<file path="src/shared/acr_pkg.sv">
// constants and carrier types of the converter control block
package acr_pkg;
   // register indices; byte address is four times the index
   localparam logic [7:0] IDX_RESULT_LO = 8'h78;
   localparam logic [7:0] IDX_RESULT_HI = 8'h79;
   localparam logic [7:0] IDX_CTRL_A    = 8'h7A;
   localparam logic [7:0] IDX_CTRL_B    = 8'h7B;
   localparam logic [7:0] IDX_INSEL     = 8'h7C;
   // reset values
   localparam logic [7:0] RST_CTRL_A = 8'h00;
   localparam logic [7:0] RST_CTRL_B = 8'h00;
   localparam logic [7:0] RST_INSEL  = 8'h00;
   localparam logic [9:0] RST_RESULT = 10'h000;
   // converter_control_a fields
   localparam int CA_EN    = 7;
   localparam int CA_START = 6;
   localparam int CA_ATE   = 5;
   localparam int CA_FLAG  = 4;
   localparam int CA_IE    = 3;
   localparam int CA_PS_LO = 0;
   // converter_control_b fields
   localparam int CB_BIN   = 7;
   localparam int CB_CMP_LO = 4;
   localparam int CB_RSV   = 3;
   localparam int CB_TS_LO = 0;
   // input_select_register fields
   localparam int IS_REF_LO = 6;
   localparam int IS_LAR    = 5;
   localparam int IS_CH_LO  = 0;
   // conversion lengths in converter clock cycles
   localparam logic [4:0] FIRST_CONV_CYCLES = 5'd25;
   localparam logic [4:0] NORM_CONV_CYCLES  = 5'd13;
   // channel map
   localparam logic [3:0]  SE_PIN_COUNT  = 4'hB;
   localparam logic [3:0]  INT_CODE_BASE = 4'hA;
   localparam logic [31:0] PAIR_POS_TBL  = 32'h9865_4210;
   localparam logic [2:0]  TS_FREE       = 3'h0;
   localparam logic [9:0]  SAT_VALUE     = 10'h000;

   typedef enum logic {ST_IDLE, ST_CONV} acr_conv_state_t;

   // internal: 0 pin, 1 temperature, 2 bandgap, 3 quarter supply, 4 ground, 5 reserved
   typedef struct packed {
      logic       diff;
      logic       gain20;
      logic [3:0] pos_pin;
      logic [3:0] neg_pin;
      logic [2:0] internal;
   } acr_mux_t;

   typedef struct packed {
      logic       power;
      logic       start;
      logic       first;
      logic       bipolar;
      acr_mux_t   mux;
   } acr_core_ctrl_t;

   typedef struct packed {
      logic       negative;
      logic [9:0] value;
   } acr_core_sample_t;
endpackage : acr_pkg

</file>
<file path="src/acr_top.sv">
// converter control, sequencing and result registers
//
// The Avalon-MM slave port was left to the implementer.
`timescale 1ns/10ps
`default_nettype none
module acr_top
   import acr_pkg::*;
#(
   parameter int ADDR_W = 10
) (
   // clock and reset
   input  wire logic              clk_in,
   input  wire logic              srst_in,
   // avalon-mm slave
   input  wire logic [ADDR_W-1:0] avs_address_in,
   input  wire logic              avs_read_in,
   input  wire logic              avs_write_in,
   input  wire logic [31:0]       avs_writedata_in,
   input  wire logic [3:0]        avs_byteenable_in,
   output logic      [31:0]       avs_readdata_out,
   output logic                   avs_waitrequest_out,
   // processor side
   input  wire logic              global_irq_enable_in,
   input  wire logic              irq_vector_ack_in,
   input  wire logic [6:0]        trigger_sources_in,
   output logic                   conv_irq_out,
   // converter core
   input  wire acr_core_sample_t  core_sample_in,
   output acr_core_ctrl_t         core_ctrl_out
);
   if (ADDR_W < 10) begin : g_chk
      $error("acr_top: ADDR_W must be at least 10");
   end

   // register state
   logic            en_ff, ate_ff, ie_ff, flag_ff;
   logic [2:0]      ps_ff;
   logic            bin_ff;
   logic [2:0]      cmp_ff;
   logic [2:0]      ts_ff;
   logic [1:0]      ref_ff;
   logic            lar_ff;
   logic [4:0]      chan_wr_ff;
   logic [4:0]      chan_app_ff;
   logic [9:0]      result_ff;
   logic            lock_ff;
   // sequencing state
   acr_conv_state_t state_ff;
   logic [6:0]      div_cnt_ff;
   logic [4:0]      tick_cnt_ff;
   logic            conv_first_ff;
   logic            first_pend_ff;
   logic            trig_prev_ff;
   // bus state
   logic            wait_ff;
   logic [31:0]     rdata_ff;
   logic            irq_ff;
   acr_core_ctrl_t  core_ctrl_ff;

   // bus decode
   logic       hit;
   logic [7:0] idx;
   logic [7:0] wdat;
   logic       wr_acc, rd_cap;
   logic       wr_a, wr_b, wr_is;
   logic       rd_lo, rd_hi;

   assign idx    = avs_address_in[9:2];
   assign hit    = (avs_address_in[1:0] == 2'b00) && ((avs_address_in >> 10) == '0);
   assign wdat   = avs_writedata_in[7:0];
   // writes land on the edge where waitrequest is seen low
   assign wr_acc = avs_write_in && !wait_ff && avs_byteenable_in[0] && hit;
   // read side effects at capture so lock and data agree
   assign rd_cap = avs_read_in && wait_ff && hit;
   assign wr_a   = wr_acc && (idx == IDX_CTRL_A);
   assign wr_b   = wr_acc && (idx == IDX_CTRL_B);
   assign wr_is  = wr_acc && (idx == IDX_INSEL);
   assign rd_lo  = rd_cap && (idx == IDX_RESULT_LO);
   assign rd_hi  = rd_cap && (idx == IDX_RESULT_HI);

   // sequencing terms
   logic       busy, en_next, sw_start, trig_sel, trig_edge;
   logic       adc_tick, done, start_now, first_now;
   logic [6:0] div_max;
   logic [4:0] target;
   acr_mux_t   mux_app;

   assign busy     = (state_ff == ST_CONV);
   assign en_next  = wr_a ? wdat[CA_EN] : en_ff;
   assign sw_start = wr_a && wdat[CA_START] && en_next;
   assign trig_sel = (ts_ff == TS_FREE) ? 1'b0 : trigger_sources_in[ts_ff - 3'h1];
   // free running never edges here, so switching to it is silent
   assign trig_edge = ate_ff && trig_sel && !trig_prev_ff;
   assign div_max  = (ps_ff <= 3'h1) ? 7'h01 : 7'((8'h01 << ps_ff) - 8'h01);
   // compare high side so a lowered divider never waits for a wrap
   assign adc_tick = en_ff && (div_cnt_ff >= div_max);
   assign target   = conv_first_ff ? FIRST_CONV_CYCLES : NORM_CONV_CYCLES;
   assign done     = busy && en_next && adc_tick && (tick_cnt_ff == target - 5'd1);
   assign first_now = first_pend_ff || (!en_ff && en_next);
   assign start_now = en_next && ((!busy && (sw_start || trig_edge))
                      || (done && ate_ff && ts_ff == TS_FREE));

   function automatic acr_mux_t decode_chan(input logic [4:0] code);
      acr_mux_t m;
      m = '0;
      if (code[4]) begin
         m.diff    = 1'b1;
         m.gain20  = code[0];
         m.pos_pin = PAIR_POS_TBL[{code[3:1], 2'b00} +: 4];
         m.neg_pin = m.pos_pin + 4'h1;
      end else if (code[3:0] < SE_PIN_COUNT) begin
         m.pos_pin = code[3:0];
      end else begin
         m.internal = 3'(code[3:0] - INT_CODE_BASE);
      end
      return m;
   endfunction : decode_chan

   assign mux_app = decode_chan(chan_app_ff);

   // converter clock prescaler
   always_ff @(posedge clk_in) begin
      if (srst_in || !en_ff || adc_tick) begin
         div_cnt_ff <= 7'h00;
      end else begin
         div_cnt_ff <= div_cnt_ff + 7'h01;
      end
   end

   // conversion state machine
   always_ff @(posedge clk_in) begin
      if (srst_in) begin
         state_ff      <= ST_IDLE;
         tick_cnt_ff   <= 5'd0;
         conv_first_ff <= 1'b0;
      end else if (start_now) begin
         state_ff      <= ST_CONV;
         tick_cnt_ff   <= 5'd0;
         conv_first_ff <= first_now;
      end else begin
         case (state_ff)
            ST_IDLE: tick_cnt_ff <= 5'd0;
            ST_CONV: begin
               if (!en_next || done) begin
                  state_ff <= ST_IDLE;
               end else if (adc_tick) begin
                  tick_cnt_ff <= tick_cnt_ff + 5'd1;
               end
            end
            default: state_ff <= ST_IDLE;
         endcase
      end
   end

   // initialization pending after enabling
   always_ff @(posedge clk_in) begin
      if (srst_in) begin
         first_pend_ff <= 1'b0;
      end else if (start_now) begin
         first_pend_ff <= 1'b0;
      end else if (!en_ff && en_next) begin
         first_pend_ff <= 1'b1;
      end
   end

   always_ff @(posedge clk_in) begin
      if (srst_in) begin
         trig_prev_ff <= 1'b0;
      end else begin
         trig_prev_ff <= trig_sel;
      end
   end

   // converter_control_a
   always_ff @(posedge clk_in) begin
      if (srst_in) begin
         en_ff  <= RST_CTRL_A[CA_EN];
         ate_ff <= RST_CTRL_A[CA_ATE];
         ie_ff  <= RST_CTRL_A[CA_IE];
         ps_ff  <= RST_CTRL_A[CA_PS_LO +: 3];
      end else if (wr_a) begin
         en_ff  <= wdat[CA_EN];
         ate_ff <= wdat[CA_ATE];
         ie_ff  <= wdat[CA_IE];
         ps_ff  <= wdat[CA_PS_LO +: 3];
      end
   end

   // done flag: a completion in the clearing cycle wins
   always_ff @(posedge clk_in) begin
      if (srst_in) begin
         flag_ff <= RST_CTRL_A[CA_FLAG];
      end else if (done) begin
         flag_ff <= 1'b1;
      end else if ((wr_a && wdat[CA_FLAG]) || irq_vector_ack_in) begin
         flag_ff <= 1'b0;
      end
   end

   // converter_control_b; reserved bit not stored
   always_ff @(posedge clk_in) begin
      if (srst_in) begin
         bin_ff <= RST_CTRL_B[CB_BIN];
         cmp_ff <= RST_CTRL_B[CB_CMP_LO +: 3];
         ts_ff  <= RST_CTRL_B[CB_TS_LO +: 3];
      end else if (wr_b) begin
         bin_ff <= wdat[CB_BIN];
         cmp_ff <= wdat[CB_CMP_LO +: 3];
         ts_ff  <= wdat[CB_TS_LO +: 3];
      end
   end

   // input_select_register
   always_ff @(posedge clk_in) begin
      if (srst_in) begin
         ref_ff     <= RST_INSEL[IS_REF_LO +: 2];
         lar_ff     <= RST_INSEL[IS_LAR];
         chan_wr_ff <= RST_INSEL[IS_CH_LO +: 5];
      end else if (wr_is) begin
         ref_ff     <= wdat[IS_REF_LO +: 2];
         lar_ff     <= wdat[IS_LAR];
         chan_wr_ff <= wdat[IS_CH_LO +: 5];
      end
   end

   // channel seen by the core only moves between conversions
   always_ff @(posedge clk_in) begin
      if (srst_in) begin
         chan_app_ff <= RST_INSEL[IS_CH_LO +: 5];
      end else if (!busy || done) begin
         chan_app_ff <= chan_wr_ff;
      end
   end

   // result capture and read lock
   acr_core_sample_t smp;
   logic [9:0]       conv_val;
   assign smp = core_sample_in;
   always_comb begin
      if (bin_ff) begin
         conv_val = smp.value;
      end else if (mux_app.diff && smp.negative) begin
         conv_val = SAT_VALUE;
      end else begin
         conv_val = smp.value;
      end
   end

   always_ff @(posedge clk_in) begin
      if (srst_in) begin
         result_ff <= RST_RESULT;
      end else if (done && !lock_ff) begin
         result_ff <= conv_val;
      end
   end

   always_ff @(posedge clk_in) begin
      if (srst_in) begin
         lock_ff <= 1'b0;
      end else if (rd_hi) begin
         lock_ff <= 1'b0;
      end else if (rd_lo) begin
         lock_ff <= 1'b1;
      end
   end

   // read mux; alignment applied at read time
   logic [7:0] rd_val;
   always_comb begin
      rd_val = 8'h00;
      if (hit) begin
         case (idx)
            IDX_RESULT_LO: rd_val = lar_ff ? {result_ff[1:0], 6'h00}
                                           : result_ff[7:0];
            IDX_RESULT_HI: rd_val = lar_ff ? result_ff[9:2]
                                           : {6'h00, result_ff[9:8]};
            IDX_CTRL_A:    rd_val = {en_ff, busy, ate_ff, flag_ff,
                                     ie_ff, ps_ff};
            IDX_CTRL_B:    rd_val = {bin_ff, cmp_ff, 1'b0, ts_ff};
            IDX_INSEL:     rd_val = {ref_ff, lar_ff, chan_wr_ff};
            default:       rd_val = 8'h00;
         endcase
      end
   end

   // one wait cycle, then a one-cycle answer
   always_ff @(posedge clk_in) begin
      if (srst_in) begin
         wait_ff  <= 1'b1;
         rdata_ff <= 32'h0000_0000;
      end else if ((avs_read_in || avs_write_in) && wait_ff) begin
         wait_ff  <= 1'b0;
         rdata_ff <= {24'h00_0000, rd_val};
      end else begin
         wait_ff  <= 1'b1;
      end
   end

   always_ff @(posedge clk_in) begin
      if (srst_in) begin
         irq_ff <= 1'b0;
      end else begin
         irq_ff <= flag_ff && ie_ff && global_irq_enable_in;
      end
   end

   always_ff @(posedge clk_in) begin
      if (srst_in) begin
         core_ctrl_ff <= '0;
      end else begin
         core_ctrl_ff.power   <= en_ff;
         core_ctrl_ff.start   <= start_now;
         core_ctrl_ff.first   <= start_now && first_now;
         core_ctrl_ff.bipolar <= bin_ff;
         core_ctrl_ff.mux     <= mux_app;
      end
   end

   assign avs_readdata_out    = rdata_ff;
   assign avs_waitrequest_out = wait_ff;
   assign conv_irq_out        = irq_ff;
   assign core_ctrl_out       = core_ctrl_ff;
endmodule : acr_top
`default_nettype wire

</file>
<file path="config.mk">
export PLATFORM = sky130hd
export DESIGN_NAME = acr_top
export DESIGN_NICKNAME = d
export VERILOG_FILES = /design/src/shared/acr_pkg.sv /design/src/acr_top.sv
export SDC_FILE = /design/constraint.sdc
export NUM_CORES = 1
export LEC_CHECK = 0
export BUFFER_PORTS_ARGS = -buffer_cell sky130_fd_sc_hd__buf_2
export CORE_MARGIN = 2
export CORE_UTILIZATION = 52
export CTS_BUF_LIST = sky130_fd_sc_hd__clkbuf_16
export DETAILED_ROUTE_END_ITERATION = 10
export GPL_TIMING_DRIVEN = 0
export PLACE_DENSITY = 0.8
export SLEW_MARGIN = 20
export SYNTH_ARGS = -nofsm -noshare
export SYNTH_HDL_FRONTEND = slang
export SYNTH_SLANG_ARGS = --single-unit
</file>
<file path="constraint.sdc">
create_clock -name clk_in -period 2.79 [get_ports clk_in]
set_input_delay 0.279 -clock clk_in [delete_from_list [all_inputs] [get_ports clk_in]]
set_output_delay 0.279 -clock clk_in [all_outputs]
set_load 0.05 [all_outputs]
</file>
# After elaboration in Yosys (flattened, before gate mapping)
# Cells that the tools add are included.
# classes
add_sub_neg,7
n_lt_le_gt_ge,4
eq_ne,8
shift,2
n_mux,24
bitwise,2
n_reduce_logical,53
# ops
cell,count
== test 8 x 7 -> 1 bit (second input constant),5
one-hot mux 8 bit (5 select lines),1
indexed part select 32 x 6 -> 4 bit (first input constant),1
logical AND 1 bit,30
two-way mux 8 bit,3
two-way mux 10 bit,2
two-way mux 5 bit,3
one-hot mux 5 bit (2 select lines),1
logical OR 1 bit,9
two-way mux 1 bit,9
two-way mux 4 bit,2
adder 7 x 1 -> 7 bit (second input constant),1
>= comparator 7 bit,1
two-way mux 7 bit,1
<< shifter 1 x 3 -> 7 bit (first input constant),1
subtractor 7 x 1 -> 7 bit (second input constant),1
zero test 1 bit,6
OR reduction 2 bit,3
adder 5 x 1 -> 5 bit (second input constant),1
== test 5 bit,1
subtractor 5 x 1 -> 5 bit (second input constant),1
adder 4 x 1 -> 4 bit (second input constant),1
less-than comparator 3 x 4 -> 1 bit (second input constant),1
less-than comparator 4 bit (second input constant),1
other kinds (13),14
# word_totals
ff_bits,81
elab_cells,132

# Longest topological paths before layout
# logic_depth
depth_word,14
depth_mapped,12
depth_no_buf,11

# Least setup slack after synthesis
# Ideal clock, no wire load.
# synth_path
path_type,reg-to-reg
startpoint,reg ts_ff[0]
endpoint,reg conv_first_ff
setup_ns,0.119
t_arrival_ns,2.267
required_ns,2.671
setup_slack_ns,0.405
stages_incl_launch_ff,9
n_path_buf,0
period_less_slack_ns,2.385
cell_sequence,dfxtp_1 > inv_1 > ha_1 > mux2_1 > mux4_2 > nand4_2 > o311a_4 > a21oi_4 > o221a_1
# synth_via
elab_chain_len,10
word_cells_on_any_way,12
cone_classes,1 x add/sub; 3 x mux; 8 x reduce/logical
# synth_lines
item,line,source
from (decl),acr_top.sv:40,logic [2:0] ts_ff;
from (signal assigned),acr_top.sv:205,ts_ff <= RST_CTRL_B[CB_TS_LO +: 3];
from (signal assigned),acr_top.sv:209,ts_ff <= wdat[CB_TS_LO +: 3];
subtractor 3 x 1 -> 3 bit,acr_top.sv:91,assign trig_sel = (ts_ff == TS_FREE) ? 1'b0 : trigger_sources_in[ts_ff - 3'h1];
binary-select mux 1 bit (select 3 bit),acr_top.sv:91,
two-way mux 1 bit (not written as such),acr_top.sv:91,
two-way mux 1 bit,acr_top.sv:91,
logical AND 1 bit (2 in a row),acr_top.sv:93,assign trig_edge = ate_ff && trig_sel && !trig_prev_ff;
logical OR 1 bit,acr_top.sv:100,assign start_now = en_next && ((!busy && (sw_start || trig_edge))
logical AND 1 bit,acr_top.sv:100,
logical OR 1 bit *,acr_top.sv:101,|| (done && ate_ff && ts_ff == TS_FREE));
logical AND 1 bit *,acr_top.sv:100,
to (signal assigned),acr_top.sv:139,conv_first_ff <= first_now;
to (decl),acr_top.sv:51,logic conv_first_ff;
# Mark *: on every way between the ends. The rest lies on a longest branch, timed or not. The select of a mux whose other input is x is not followed.
# A chain may end at the register's enable or synchronous reset.

# Final worst setup path
# layout_path
startpoint,reg ps_ff[2]
endpoint,reg tick_cnt_ff[2]
# layout_via
elab_chain_len,12
word_cells_on_any_way,17
cone_classes,1 x add/sub; 2 x order compare; 2 x eq/ne; 1 x shift; 1 x mux; 10 x reduce/logical
# layout_lines
item,line,source
from (decl),acr_top.sv:37,logic [2:0] ps_ff;
from (signal assigned),acr_top.sv:180,ps_ff <= RST_CTRL_A[CA_PS_LO +: 3];
from (signal assigned),acr_top.sv:185,ps_ff <= wdat[CA_PS_LO +: 3];
<< shifter 1 x 3 -> 7 bit,acr_top.sv:94,assign div_max = (ps_ff <= 3'h1) ? 7'h01 : 7'((8'h01 << ps_ff) - 8'h01);
subtractor 7 x 1 -> 7 bit,acr_top.sv:94,
two-way mux 7 bit *,acr_top.sv:94,
>= comparator 7 bit *,acr_top.sv:96,assign adc_tick = en_ff && (div_cnt_ff >= div_max);
logical AND 1 bit *,acr_top.sv:96,
logical AND 1 bit (2 in a row),acr_top.sv:98,assign done = busy && en_next && adc_tick && (tick_cnt_ff == target - 5'd1);
logical AND 1 bit (2 in a row),acr_top.sv:101,
logical OR 1 bit,acr_top.sv:101,
logical AND 1 bit,acr_top.sv:100,
OR reduction 2 bit (no source line),n/a,
to (signal assigned),acr_top.sv:147,tick_cnt_ff <= tick_cnt_ff + 5'd1;
to (decl),acr_top.sv:50,logic [4:0] tick_cnt_ff;
# Mark *: on every way between the ends. The rest lies on a longest branch, timed or not.

==> flow_summary.yaml <==
place:
  port-buffer-count: 66
  dp_slack_ns: 0.06031
  dp_hpwl_um: 7843
  placed_area_um2: 4710
  gp_congestion: 0.8821
  placed_cells_incl_taps: 679
synth:
  synth_edf_count: 0
  ys_ff_latch: 81
  ys_top_cells_by_area: "dfxtp_1 39%, nand2_1 5.5%, ha_1 5.1%"
  ys_top_cells_by_count: "81 x dfxtp_1, 61 x nand2_1, 35 x a21oi_1, 35 x nor2_1"
  syn_area_um2: 4165
  synth_cell_type_count: 67
  netlist_instances: 488
  yosysTopAreaCellShare_pct: 38.93
  ys_seq_area_share_pct: 38.93
  syn_area_per_cell_um2: 8.535
  yosys.area.top_type: "dfxtp_1"
  synth_top_flop_cell: "dfxtp_1"
  yosysWarningCount: 0
  async_flop_share_pct: 0
  synth.most_common_cell: "dfxtp_1"
sta:
  finalSetupViolCount: 0
  finalHoldViolCount: 0
  holdWs_ns: 0.1579
  fin_crit_ns: 2.634
  finalSetupTns_ns: 0
  fmax_mhz: 379.6
  slew_violations: 0
  grt_setup_unrepaired: "no"
  fin_ws_ns: 0.1556
  slew_headroom_pct: 36.94
  tightestPinTransition_ns: 0.9415
  skew_ns: 0.008069
  period_share_pct: 94.42
route:
  vias: 3773
  final_antenna_net_count: 0
  drcViolationCount: 0
  drtIter0Drc: 199
  drt_pass1_iterations: 5
  wl_per_cell_um: 14.86
  avgViaCountPerCell: 5.421
  routed_wl_um: 10340
cts:
  clock_sinks: 81
  numCtsBuffers: 9
  clock_latency_ns: 0.34
  cts-root-buf: "clkbuf_16"
  clkTransAtPathRegs_ns: 0.06
  cts_tree: "yes"
  cts_max_level: 3
  cts_buffer_depth: 2
cells_and_area:
  fin_util_pct: 65.87
  antenna_cells: 0
  final_area_um2: 5090
  stdcell_count: 696
  nNetsFinal: 676
  drive_above_1_share_pct: 23.57
  area_delta_synth_final_pct: 22.20
power_and_ir_drop:
  power.total_mw: 2.721
  power_frac_seq_pct: 42.6
  power_switching_uw: 626.7
  p_comb_share_pct: 7.6
  ir_drop_uv: 385.1
  internal_power_mw: 2.094
  power_density_nw_per_um2: 534.5
  p_sw_share_pct: 23.04
  power_frac_clock_pct: 49.8
  p_leak_nw: 2.107
floorplan:
  initial_core_util_pct: 53.90
  dieArea_um2: 8742
  io_pins: 121
  fp.dieH_um: 93.50
  fp-row-count: 32
  core_um2: 7727
  die_w_um: 93.50
job:
  maxCapViolCount: 0
setup_path:
  worstSetupStartpointType: "register"
  path_class: "register to register"
  end_kind: "register"
  cp.arrival_ns: 2.88
  cp.required_ns: 3.03
  cp_max_fo: 8
global_routing:
  grt_overflow_total: 0
  grt_first_pass_wirelength_um: 16590
  track_usage_pct: 24.12
  grt_pass1_vias: 3546
  grt_max_degree: 15
  antenna_found_initial: 0
hold_path:
  min_path_type: "primary input to register"
outcome:
  status: "complete, no violations"
cell type report:
type / count / area (µm²)
Clock inverter: 7 / 118.9
Multi-Input combinational cell: 361 / 2295
Sequential cell: 81 / 1624
Inverter: 21 / 78.83
Timing Repair Buffer: 67 / 337.8
Tap cell: 102 / 127.6
Fill cell: 659 / 2638
Buffer: 48 / 282.8
Clock buffer: 9 / 225.2
per-layer routing:
metal | vias to the layer above | wire length [µm] | track usage (%)
met2 | 111 | 5335 | 43.71
met1 | 1764 | 4313 | 28.56
li1 | 1880 | - | -
met5 | - | 0 | 0
met3 | 18 | 506 | 5.641
met4 | 0 | 184 | 6.005
registers in the layout, summed over array words and instances, names as in the netlist, 2 cells and up:
name,count
result_ff,10
tick_cnt_ff,5
cmp_ff,3
ts_ff,3
core_ctrl_out,17
avs_readdata_out,8
div_cnt_ff,7
ref_ff,2
chan_wr_ff,5
chan_app_ff,5
ps_ff,3
power groups by stage:
| stage | logic (mW) | registers (mW) | clock network (mW) |
|---|---|---|---|
| 3_5_place_dp | 0.202 | 1.18 | 0 |
| 3_3_place_gp | 0.200 | 1.18 | 0 |
| 6_report | 0.207 | 1.16 | 1.35 |
| 5_1_grt | 0.219 | 1.16 | 1.42 |
| 2_1_floorplan | 0.144 | 1.19 | 0 |
| 4_1_cts | 0.202 | 1.16 | 1.36 |
cells by family (layout without fill, tap and decap cells):
kind of cell,after synthesis,in the layout,share of synthesized area [%]
and+or+nand+nor,186,186,23.22
AOI/OAI and AO/OA,105,105,16.85
DFF,81,81,38.93
buffers and inverters,69,152,8.681
muxes,21,21,5.557
adders and majority gates,17,17,5.107
xor gates and xnor gates,7,7,1.472
other,2,25,0.1803
worst max-delay path, cell delays in order, from the launching register on:
cell and delay (ns):
dfxtp_2 0.39, inv_1 0.08, nand3b_1 0.09, ha_1 0.16, inv_1 0.04, ha_1 0.29, nand2_1 0.05, o21ai_0 0.24
a41o_1 0.32, o2111ai_4 0.22, or3_1 0.40, a211oi_1 0.26
path summary, 6_finish.rpt:
kind,from,endpoint,slack [ns],cells after the start
worst max-delay path,ps_ff[2]$_SDFFE_PP0P_,tick_cnt_ff[2]$_SDFFE_PP0P_,0.16,11
worst min register to register,avs_readdata_out[2]$_SDFFE_PP0P_,avs_readdata_out[2]$_SDFFE_PP0P_,0.46,2
worst max register to register,ps_ff[2]$_SDFFE_PP0P_,tick_cnt_ff[2]$_SDFFE_PP0P_,0.16,11
worst min-delay path,core_sample_in[9],result_ff[9]$_SDFFE_PP0P_,0.16,3
timing repair:
item                       CTS  global route
setup endpoints to repair    0            14
buffers inserted             0             1
resized for setup            0             5
hold buffers                 0             0
layout by cell type, fill, tap and decap left out, types with 3 or more instances in the layout:
master      n
a221oi_1    3
and2_1      9
nor3_1      8
dfxtp_1    79
a21o_1      3
buf_4      27
and3_1      8
nand3b_1    4
a31oi_1     4
o22ai_1     4
inv_1      21
clkbuf_16   9
conb_1     25
o21ai_0    27
buf_2      69
a21oi_1    35
or3_1       8
nand2_1    61
buf_1       4
clkbuf_1   14
mux2i_1    13
ha_1       16
bufinv_16   3
nand3_1    27
a211oi_1    3
mux2_2      5
a22oi_1     6
nand4_1     5
nor2_1     35
xnor2_1     5
No activity file was read; power rests on OpenSTA's default activity.
